--- config.mk ---
export PLATFORM = sky130hd
export DESIGN_NAME = timer_counter_modes
export DESIGN_NICKNAME = d
export VERILOG_FILES = /design/src/timer_counter_pkg.sv /design/src/timer_counter_modes.sv
export SDC_FILE = /design/constraint.sdc
export NUM_CORES = 1
export LEC_CHECK = 0
export BUFFER_PORTS_ARGS = -buffer_cell sky130_fd_sc_hd__buf_2
export CORE_ASPECT_RATIO = 0.7
export CORE_MARGIN = 1.5
export CORE_UTILIZATION = 30
export DETAILED_ROUTE_END_ITERATION = 16
export HOLD_SLACK_MARGIN = 0.02
export PLACE_DENSITY_LB_ADDON = 0.25
export SLEW_MARGIN = 40
export SYNTH_ARGS = -nofsm -noshare
export SYNTH_HDL_FRONTEND = slang
export SYNTH_SLANG_ARGS = --single-unit
--- constraint.sdc ---
create_clock -name clock -period 2.47 [get_ports clock]
set_input_delay 0.3705 -clock clock [delete_from_list [all_inputs] [get_ports clock]]
set_output_delay 0.3705 -clock clock [all_outputs]
set_load 0.02 [all_outputs]
--- src/timer_counter_pkg.sv ---
// Purpose: shared constants for the interval timer counter channel
// Assumes: 16-bit counting element, modes coded 0..5 as in the control word
// Notes:   modes 0 and 1 are only given their initial output level here
`default_nettype none
package timer_counter_pkg;
    localparam int          COUNT_WIDTH     = 16;
    localparam logic [2:0]  MODE_TERMINAL   = 3'h0;
    localparam logic [2:0]  MODE_ONE_SHOT   = 3'h1;
    localparam logic [2:0]  MODE_RATE       = 3'h2;
    localparam logic [2:0]  MODE_SQUARE     = 3'h3;
    localparam logic [2:0]  MODE_SW_STROBE  = 3'h4;
    localparam logic [2:0]  MODE_HW_STROBE  = 3'h5;
    localparam logic [15:0] COUNT_RESET     = 16'h0000;
    localparam logic [15:0] WRAP_BINARY     = 16'hFFFF;
    localparam logic [15:0] WRAP_DECIMAL    = 16'h9999;
    localparam logic [15:0] COUNT_ONE       = 16'h0001;
    localparam logic [1:0]  STEP_ONE        = 2'h1;
    localparam logic [1:0]  STEP_TWO        = 2'h2;
    localparam logic [1:0]  STEP_THREE      = 2'h3;
    localparam logic [2:0]  MODE_RESET      = 3'h0;
    localparam logic        OUT_RESET       = 1'b0;
    localparam logic [3:0]  DIGIT_RADIX     = 4'hA;
endpackage : timer_counter_pkg
`default_nettype wire

--- src/timer_counter_modes.sv ---
// Purpose: sequencing of one counter channel in modes 2 to 5
// Assumes: counterClock and gateIn are pins, sampled by the 10 MHz clock;
//          countWrite pulses once per complete count (second byte if two)
// Notes:   counterClock must stay well below half the system clock rate
`timescale 1ns/1ps
`default_nettype none
module timer_counter_modes
    import timer_counter_pkg::*;
(
    input  wire logic        clock,
    input  wire logic        arst_n,
    input  wire logic        counterClock,
    input  wire logic        gateIn,
    input  wire logic        controlWrite,
    input  wire logic [2:0]  modeSelect,
    input  wire logic        bcdSelect,
    input  wire logic        countWrite,
    input  wire logic [15:0] countData,
    output var  logic        timerOut,
    output var  logic [15:0] countValue
);

    logic [1:0]  rstSync_q;
    logic        rst_n;
    logic [2:0]  clkSync_q;
    logic [2:0]  gateSync_q;
    logic [3:0]  primed_q;
    logic        clkLvl_q;
    logic        gateLvl_q;
    logic        clkRise;
    logic        clkFall;
    logic        gateRise;
    logic        gateFall;
    logic        trigPend_q;
    logic        trigSeen_q;
    logic        gateEn_q;
    logic [2:0]  mode_q;
    logic        bcd_q;
    logic [15:0] hold_q;
    logic        pend_q;
    logic        started_q;
    logic        fresh_q;
    logic        fire_q;
    logic        out_q;
    logic [15:0] ce_q;
    logic [1:0]  sqStep;
    logic        sqOdd;

    // decimal digit borrow
    // subtract 1..3, binary or four-digit decimal
    function automatic logic [15:0] countDown(
        input logic [15:0] v,
        input logic [1:0]  s,
        input logic        dec
    );
        logic [15:0] r;
        logic [4:0]  t;
        logic [1:0]  b;
        r = v - {14'h0000, s};
        b = s;
        if (dec)
        begin
            for (int i = 0; i < 4; i++)
            begin
                t = {1'b0, v[4*i +: 4]} - {3'h0, b};
                if (t[4])
                begin
                    r[4*i +: 4] = t[3:0] + DIGIT_RADIX;
                    b = STEP_ONE;
                end
                else
                begin
                    r[4*i +: 4] = t[3:0];
                    b = 2'h0;
                end
            end
        end
        return r;
    endfunction

    always_ff @(posedge clock or negedge arst_n)
    begin
        if (!arst_n)
            rstSync_q <= 2'h0;
        else
            rstSync_q <= {rstSync_q[0], 1'b1};
    end
    assign rst_n = rstSync_q[1];

    // pins pass three flops; a level counts once stages two and three agree
    always_ff @(posedge clock or negedge rst_n)
    begin
        if (!rst_n)
        begin
            primed_q   <= 4'h0;
            clkSync_q  <= 3'h0;
            gateSync_q <= 3'h0;
            clkLvl_q   <= 1'b0;
            gateLvl_q  <= 1'b0;
        end
        else
        begin
            primed_q   <= {primed_q[2:0], 1'b1};
            clkSync_q  <= {clkSync_q[1:0], counterClock};
            gateSync_q <= {gateSync_q[1:0], gateIn};
            // copy levels until the chain holds real pin values, so a pin
            // idling high after reset gives no false edge
            if (!primed_q[3] || clkSync_q[1] == clkSync_q[2])
                clkLvl_q <= clkSync_q[2];
            if (!primed_q[3] || gateSync_q[1] == gateSync_q[2])
                gateLvl_q <= gateSync_q[2];
        end
    end

    assign clkRise  = primed_q[3] && (clkSync_q[1] == clkSync_q[2])
                      && clkSync_q[2] && !clkLvl_q;
    assign clkFall  = primed_q[3] && (clkSync_q[1] == clkSync_q[2])
                      && !clkSync_q[2] && clkLvl_q;
    assign gateRise = primed_q[3] && (gateSync_q[1] == gateSync_q[2])
                      && gateSync_q[2] && !gateLvl_q;
    assign gateFall = primed_q[3] && (gateSync_q[1] == gateSync_q[2])
                      && !gateSync_q[2] && gateLvl_q;

    // trigger capture, sampled and cleared at clock rise
    // gate level sampled at clock rise
    always_ff @(posedge clock or negedge rst_n)
    begin
        if (!rst_n)
        begin
            trigPend_q <= 1'b0;
            trigSeen_q <= 1'b0;
            gateEn_q   <= 1'b0;
        end
        else if (controlWrite)
        begin
            trigPend_q <= 1'b0;
            trigSeen_q <= 1'b0;
            gateEn_q   <= gateLvl_q;
        end
        else if (clkRise)
        begin
            trigSeen_q <= trigPend_q || gateRise;
            trigPend_q <= 1'b0;
            gateEn_q   <= gateLvl_q;
        end
        else
        begin
            if (gateRise)
                trigPend_q <= 1'b1;
            if (clkFall)
                trigSeen_q <= 1'b0;
        end
    end

    assign sqOdd  = hold_q[0];
    // odd counts step one (high) or three (low) right after a load
    assign sqStep = (fresh_q && sqOdd) ? (out_q ? STEP_ONE : STEP_THREE)
                                       : STEP_TWO;

    // count holding register; a write while a load happens stays pending
    always_ff @(posedge clock or negedge rst_n)
    begin
        if (!rst_n)
        begin
            hold_q <= COUNT_RESET;
            mode_q <= MODE_RESET;
            bcd_q  <= 1'b0;
        end
        else
        begin
            if (controlWrite)
            begin
                mode_q <= modeSelect;
                bcd_q  <= bcdSelect;
            end
            if (countWrite)
                hold_q <= countData;
        end
    end

    // counting element and output; loads and steps only on clock fall
    always_ff @(posedge clock or negedge rst_n)
    begin
        if (!rst_n)
        begin
            ce_q      <= COUNT_RESET;
            out_q     <= OUT_RESET;
            pend_q    <= 1'b0;
            started_q <= 1'b0;
            fresh_q   <= 1'b0;
            fire_q    <= 1'b0;
        end
        // immediate reset of control logic and output
        else if (controlWrite)
        begin
            out_q     <= (modeSelect != MODE_TERMINAL);
            pend_q    <= 1'b0;
            started_q <= 1'b0;
            fresh_q   <= 1'b0;
            fire_q    <= 1'b0;
        end
        else
        begin
            if (clkFall)
            begin
                unique case (mode_q)
                    MODE_RATE:
                    begin
                        if ((pend_q && !started_q) || trigSeen_q)
                        begin
                            ce_q      <= hold_q;
                            out_q     <= 1'b1;
                            pend_q    <= countWrite;
                            started_q <= 1'b1;
                        end
                        // low at one, reload on next pulse
                        else if (started_q && gateEn_q)
                        begin
                            if (ce_q == COUNT_ONE)
                            begin
                                ce_q   <= hold_q;
                                out_q  <= 1'b1;
                                pend_q <= countWrite;
                            end
                            else
                            begin
                                ce_q  <= countDown(ce_q, STEP_ONE, bcd_q);
                                out_q <= (countDown(ce_q, STEP_ONE, bcd_q)
                                          != COUNT_ONE);
                            end
                        end
                    end
                    MODE_SQUARE:
                    begin
                        if ((pend_q && !started_q) || trigSeen_q)
                        begin
                            ce_q      <= hold_q;
                            out_q     <= 1'b1;
                            pend_q    <= countWrite;
                            started_q <= 1'b1;
                            fresh_q   <= 1'b1;
                        end
                        // expiry toggles and reloads; zero is max
                        else if (started_q && gateEn_q)
                        begin
                            fresh_q <= 1'b0;
                            if (ce_q == {14'h0000, sqStep})
                            begin
                                ce_q    <= hold_q;
                                out_q   <= !out_q;
                                pend_q  <= countWrite;
                                fresh_q <= 1'b1;
                            end
                            else
                                ce_q <= countDown(ce_q, sqStep, bcd_q);
                        end
                    end
                    MODE_SW_STROBE:
                    begin
                        out_q <= 1'b1;
                        if (pend_q)
                        begin
                            ce_q   <= hold_q;
                            pend_q <= countWrite;
                            fire_q <= 1'b1;
                        end
                        else if (gateEn_q)
                        begin
                            // wraps past zero and keeps counting
                            ce_q <= countDown(ce_q, STEP_ONE, bcd_q);
                            if (fire_q && ce_q == COUNT_ONE)
                            begin
                                out_q  <= 1'b0;
                                fire_q <= 1'b0;
                            end
                        end
                    end
                    MODE_HW_STROBE:
                    begin
                        out_q <= 1'b1;
                        // load only on the pulse after a trigger
                        if (trigSeen_q && started_q)
                        begin
                            ce_q   <= hold_q;
                            fire_q <= 1'b1;
                        end
                        else
                        begin
                            ce_q <= countDown(ce_q, STEP_ONE, bcd_q);
                            if (fire_q && ce_q == COUNT_ONE)
                            begin
                                out_q  <= 1'b0;
                                fire_q <= 1'b0;
                            end
                        end
                    end
                    default:
                    begin
                        out_q <= out_q;
                    end
                endcase
            end
            // gate low forces output high without a pulse
            // placed after the step so it wins over a same-cycle expiry
            if (gateFall && (mode_q == MODE_RATE || mode_q == MODE_SQUARE))
                out_q <= 1'b1;
            // a complete write marks the count pending
            if (countWrite)
            begin
                pend_q <= 1'b1;
                if (mode_q == MODE_HW_STROBE)
                    started_q <= 1'b1;
            end
        end
    end

    always_ff @(posedge clock or negedge rst_n)
    begin
        if (!rst_n)
        begin
            timerOut   <= OUT_RESET;
            countValue <= COUNT_RESET;
        end
        else
        begin
            timerOut   <= out_q;
            countValue <= ce_q;
        end
    end

    property p_ctrl_init;
        @(posedge clock) disable iff (!rst_n)
        controlWrite |=> (out_q == (mode_q != MODE_TERMINAL)) && !fire_q;
    endproperty
    a_ctrl_init: assert property (p_ctrl_init)
        else $error("control word did not set initial output");

    property p_gate_fall_high;
        @(posedge clock) disable iff (!rst_n)
        (gateFall && !controlWrite
         && (mode_q == MODE_RATE || mode_q == MODE_SQUARE)) |=> out_q;
    endproperty
    a_gate_fall_high: assert property (p_gate_fall_high)
        else $error("gate fall did not force output high");

    property p_rate_low_at_one;
        @(posedge clock) disable iff (!rst_n)
        (mode_q == MODE_RATE && $fell(out_q)) |-> ce_q == COUNT_ONE;
    endproperty
    a_rate_low_at_one: assert property (p_rate_low_at_one)
        else $error("rate output low with count not one");

    property p_strobe_at_zero;
        @(posedge clock) disable iff (!rst_n)
        ((mode_q == MODE_SW_STROBE || mode_q == MODE_HW_STROBE)
         && $fell(out_q)) |-> ce_q == COUNT_RESET;
    endproperty
    a_strobe_at_zero: assert property (p_strobe_at_zero)
        else $error("strobe low with count not zero");

    property p_square_toggle;
        @(posedge clock) disable iff (!rst_n)
        (mode_q == MODE_SQUARE && clkFall && started_q && gateEn_q
         && !trigSeen_q && !controlWrite && !gateFall
         && ce_q == {14'h0000, sqStep})
        |=> (out_q != $past(out_q)) && ce_q == $past(hold_q);
    endproperty
    a_square_toggle: assert property (p_square_toggle)
        else $error("square expiry did not toggle and reload");

    property p_fall_only;
        @(posedge clock) disable iff (!rst_n)
        (ce_q != $past(ce_q)) |-> $past(clkFall);
    endproperty
    a_fall_only: assert property (p_fall_only)
        else $error("count changed away from clock fall");

    property p_trig_clear;
        @(posedge clock) disable iff (!rst_n)
        (clkRise && !gateRise) |=> !trigPend_q;
    endproperty
    a_trig_clear: assert property (p_trig_clear)
        else $error("trigger capture not cleared after sampling");

    property p_wrap;
        @(posedge clock) disable iff (!rst_n)
        (mode_q == MODE_SW_STROBE && clkFall && !pend_q && gateEn_q
         && !controlWrite && ce_q == COUNT_RESET)
        |=> ce_q == (bcd_q ? WRAP_DECIMAL : WRAP_BINARY);
    endproperty
    a_wrap: assert property (p_wrap)
        else $error("counter did not wrap from zero");

    property p_gate_pause;
        @(posedge clock) disable iff (!rst_n)
        (mode_q == MODE_SW_STROBE && clkFall && !pend_q && !gateEn_q
         && !controlWrite) |=> $stable(ce_q) && out_q;
    endproperty
    a_gate_pause: assert property (p_gate_pause)
        else $error("gate low did not pause counting");

    c_rate_pulse: cover property (@(posedge clock) disable iff (!rst_n)
        mode_q == MODE_RATE && $fell(out_q));
    c_square_toggle: cover property (@(posedge clock) disable iff (!rst_n)
        mode_q == MODE_SQUARE && $rose(out_q));
    c_sw_strobe: cover property (@(posedge clock) disable iff (!rst_n)
        mode_q == MODE_SW_STROBE && $fell(out_q));
    c_hw_retrigger: cover property (@(posedge clock) disable iff (!rst_n)
        mode_q == MODE_HW_STROBE && clkFall && trigSeen_q && fire_q);

endmodule // timer_counter_modes
`default_nettype wire

==> impl_metrics.py <==
metrics = {
    "clocking": {
        "root_buffer": "clkbuf_16",
        "clock_sinks": 75,
        "clockBufferDepth": 2,
        "path_clk_slew_ps": 70,
        "cts_max_level": 3,
        "clk_latency_ps": 350,
        "cts_tree": "built",
        "cts_made_buffers": 9,
    },
    "critical_path": {
        "crit_cells": 22,
        "path_cells": "inv_4 -> buf_6 -> ha_4 -> fa_2 -> nor3b_4 -> ha_2 -> ha_4 -> inv_4 -> nor3_4 -> ha_4 -> ha_4 -> inv_4 -> nor3_4 -> ha_4 -> ha_4 -> xor2_1 -> ha_1 -> o211a_1 -> o22ai_2 -> o22ai_2 -> a211oi_2 -> a21oi_1",
        "reg2reg_slack_ps": -1280,
        "worstSetupEndpointType": "register",
        "cp.arrival_ps": 3990,
        "worst-path-buf-inv": 4,
        "cp_slowest_cell": "dfrtp_1",
        "worstSetupStartpointType": "register",
        "path_class": "register to register",
        "required_ps": 2710,
        "critical-path-max-stage-delay_ps": 400,
        "r2r_start": "ce_q[0]",
        "crit_path_max_fanout": 2,
        "crit_top_cell": "ha_4",
        "r2r_cells": 22,
        "crit_family": "adder cells",
        "regToRegEndpoint": "ce_q[14]",
        "crit_start": "ce_q[0]",
        "crit_end": "ce_q[14]",
    },
    "synthesis": {
        "syn_inst": 524,
        "synthFlopType": "dfrtp_1",
        "yosysTopAreaCell": "dfrtp_1",
        "async_flop_share_pct": 100,
        "ys_seq_elements": 75,
        "synth_edf_count": 0,
        "yosysSeqAreaShare_pct": 38.2,
        "ys_types": 69,
        "synth_top_area_share_pct": 38.2,
        "synth_area_leaders": "dfrtp_1, ha_1, xnor2_1",
        "syn_area_mm2": 0.00491,
        "yosysWarnings": 0,
        "avgSynthCellArea_um2": 9.37,
    },
    "die": {
        "die_area_mm2": 0.0172,
        "die_h_um": 110,
        "num_rows": 38,
        "core-area_mm2": 0.0157,
        "fp.dieW_um": 156,
        "io_pins": 43,
        "initial_core_util_pct": 31.2,
    },
    "placed_design": {
        "routabilityCongestion": 0.911,
        "dp_hpwl_um": 11800,
        "place_inst": 863,
        "port_buffers": 42,
        "pre_cts_ws_ps": -1350,
    },
    "sta": {
        "fin_crit_sh_pct": 152,
        "worst_pin_slew_ps": 693,
        "holdWs_ps": 126,
        "grt_setup_unrepaired": "yes",
        "setup_viol": 15,
        "slew_headroom_pct": 53.1,
        "drv_slew": 0,
        "skew_ps": 13.9,
        "final.min_clock_period_ps": 3750,
        "fmax_ghz": 0.267,
        "setup_slack_ps": -1280,
        "finalHoldViolCount": 0,
    },
    "power": {
        "p_leak_nw": 3.01,
        "p_per_area_mw_per_mm2": 797,
        "finalPower_mw": 5.68,
        "ir_drop_uv": 466,
    },
    "finish": {
        "nets": 723,
        "multiInputGateArea_mm2": 0.00328,
        "seqCellArea_mm2": 0.00188,
        "nFillCells": 1497,
        "final_cells": 898,
        "layout-drive-gt1-share_pct": 44.0,
        "final_core_util_pct": 45.3,
        "area_delta_synth_final_pct": 45.2,
    },
    "drt": {
        "vias": 4597,
        "finalWirelength_um": 16400,
        "drtPass1Iterations": 5,
        "wl_per_cell_um": 18.2,
        "route.detailed.drc": 0,
        "via_per_inst": 5.12,
        "postRouteAntennaNets": 0,
        "drt_iter0_drc": 454,
    },
    "global_route": {
        "grt.total_usage_pct": 20.2,
        "grt_pass1_wl_um": 25800,
        "antenna_found_initial": 1,
        "overflow": 0,
        "first_global_vias": 4601,
        "grt_max_degree": 45,
    },
    "run_status": {
        "outcome": "finished with violations",
        "violations": "setup timing",
    },
    "job": {
        "drv_cap": 0,
    },
    "hold_path": {
        "hp-class": "input pin to register",
    },
}
routing by layer:
metal	up-vias	wire, um	GRT usage, %
li1	2183	-	-
met1	2218	8360	30.1
met2	163	6550	28.3
met3	33	1200	5.32
met4	0	263	5.85
met5	-	0	0
worst min path at each step:
stage,slack [ps],cells after the start,from,to
3_3_place_gp,160,1,arst_n,rstSync_q[0]
2_1_floorplan,70,0,arst_n,rstSync_q[0]
5_1_grt,110,1,counterClock,clkSync_q[0]
6_report,130,1,counterClock,clkSync_q[0]
3_5_place_dp,160,1,arst_n,rstSync_q[0]
4_1_cts,120,1,counterClock,clkSync_q[0]
report_power, final:
| group | switching [mW] | internal (mW) |
|---|---|---|
| Clock | 0.580 | 0.897 |
| Sequential | 0.120 | 1.40 |
| Combinational | 1.44 | 1.24 |
| Total | 2.14 | 3.54 |
final cells by class:
cell class,count,share of cell area [%]
clock inverters,6,1.32
diodes,1,0.0351
clock buffers,10,3.21
well taps,220,3.86
repair buffers,168,17.7
inverters,28,1.58
flip-flops and latches,75,26.4
multi-input cells,390,45.9
repair_timing:
action,in CTS,in global routing
setup buffers,14,7
pin swaps,38,19
hold endpoints to repair,2,0
setup endpoints to repair,14,17
gates resized for setup,51,32
cloned,0,0
hold buffers,1,0
kinds of logic (layout without fill, tap and decap cells):
group	Yosys count	in the layout	synth area share [%]
AO/OA/AOI/OAI	133	133	18.5
adder cells (fa/ha/maj)	25	25	6.52
flip-flops	75	75	38.2
AND/OR/NAND/NOR	169	169	19.2
multiplexers	26	26	5.81
other	1	3	0.0764
buffers and inverters	60	212	5.45
XOR/XNOR	35	35	6.24
placed cells by master, fill, tap and decap left out, drive strengths merged, types with 13 or more instances in the layout:
cell type and count:
buf 167, dfrtp 75, nand2 43, nor2 36
o21ai 36, a21oi 31, inv 30, xnor2 28
ha 24, mux2 20, o211ai 16, nand2b 14
nor3 14, nand4 13
state kept, by name, summed over array words and instances, names as in the netlist, 2 cells and up:
register and flops:
rstSync_q 2, hold_q 16, countValue 16, ce_q 16
primed_q 4, gateSync_q 3, mode_q 3, clkSync_q 3
Yosys cell counts, types with 2 or more instances:
cell,count
a211oi_1,5
a21boi_0,2
a21oi_1,26
a21oi_2,4
a221oi_1,2
a22oi_2,2
a31oi_1,5
and2_1,4
and3b_1,2
buf_2,10
buf_4,2
buf_6,3
clkbuf_1,16
dfrtp_1,75
ha_1,24
inv_1,26
mux2_2,20
mux2i_1,6
nand2_1,42
nand2b_1,13
nand3_1,12
nand4_1,12
nor2_1,36
nor2b_1,6
nor3_1,13
nor3b_1,9
nor4_1,2
nor4_4,2
o2111ai_1,4
o211a_1,2
o211ai_1,15
o21a_1,2
o21ai_0,28
o21ai_1,6
o21ai_2,2
o221ai_1,7
o22ai_1,9
o2bb2ai_1,2
or2_2,2
or3b_2,2
xnor2_1,28
xor2_1,7
through the flow:
| step | setup TNS, ps | cell area (um2) |
|---|---|---|
| finish | -9480 | 7130 |
| detailed placement | -10370 | 6260 |
| global route | -11790 | 7130 |
| floorplan | -7960 | 5090 |
| global placement | -9590 | 6260 |
| CTS | -9080 | 6930 |
Note: power is estimated with default switching activity, not from simulation.
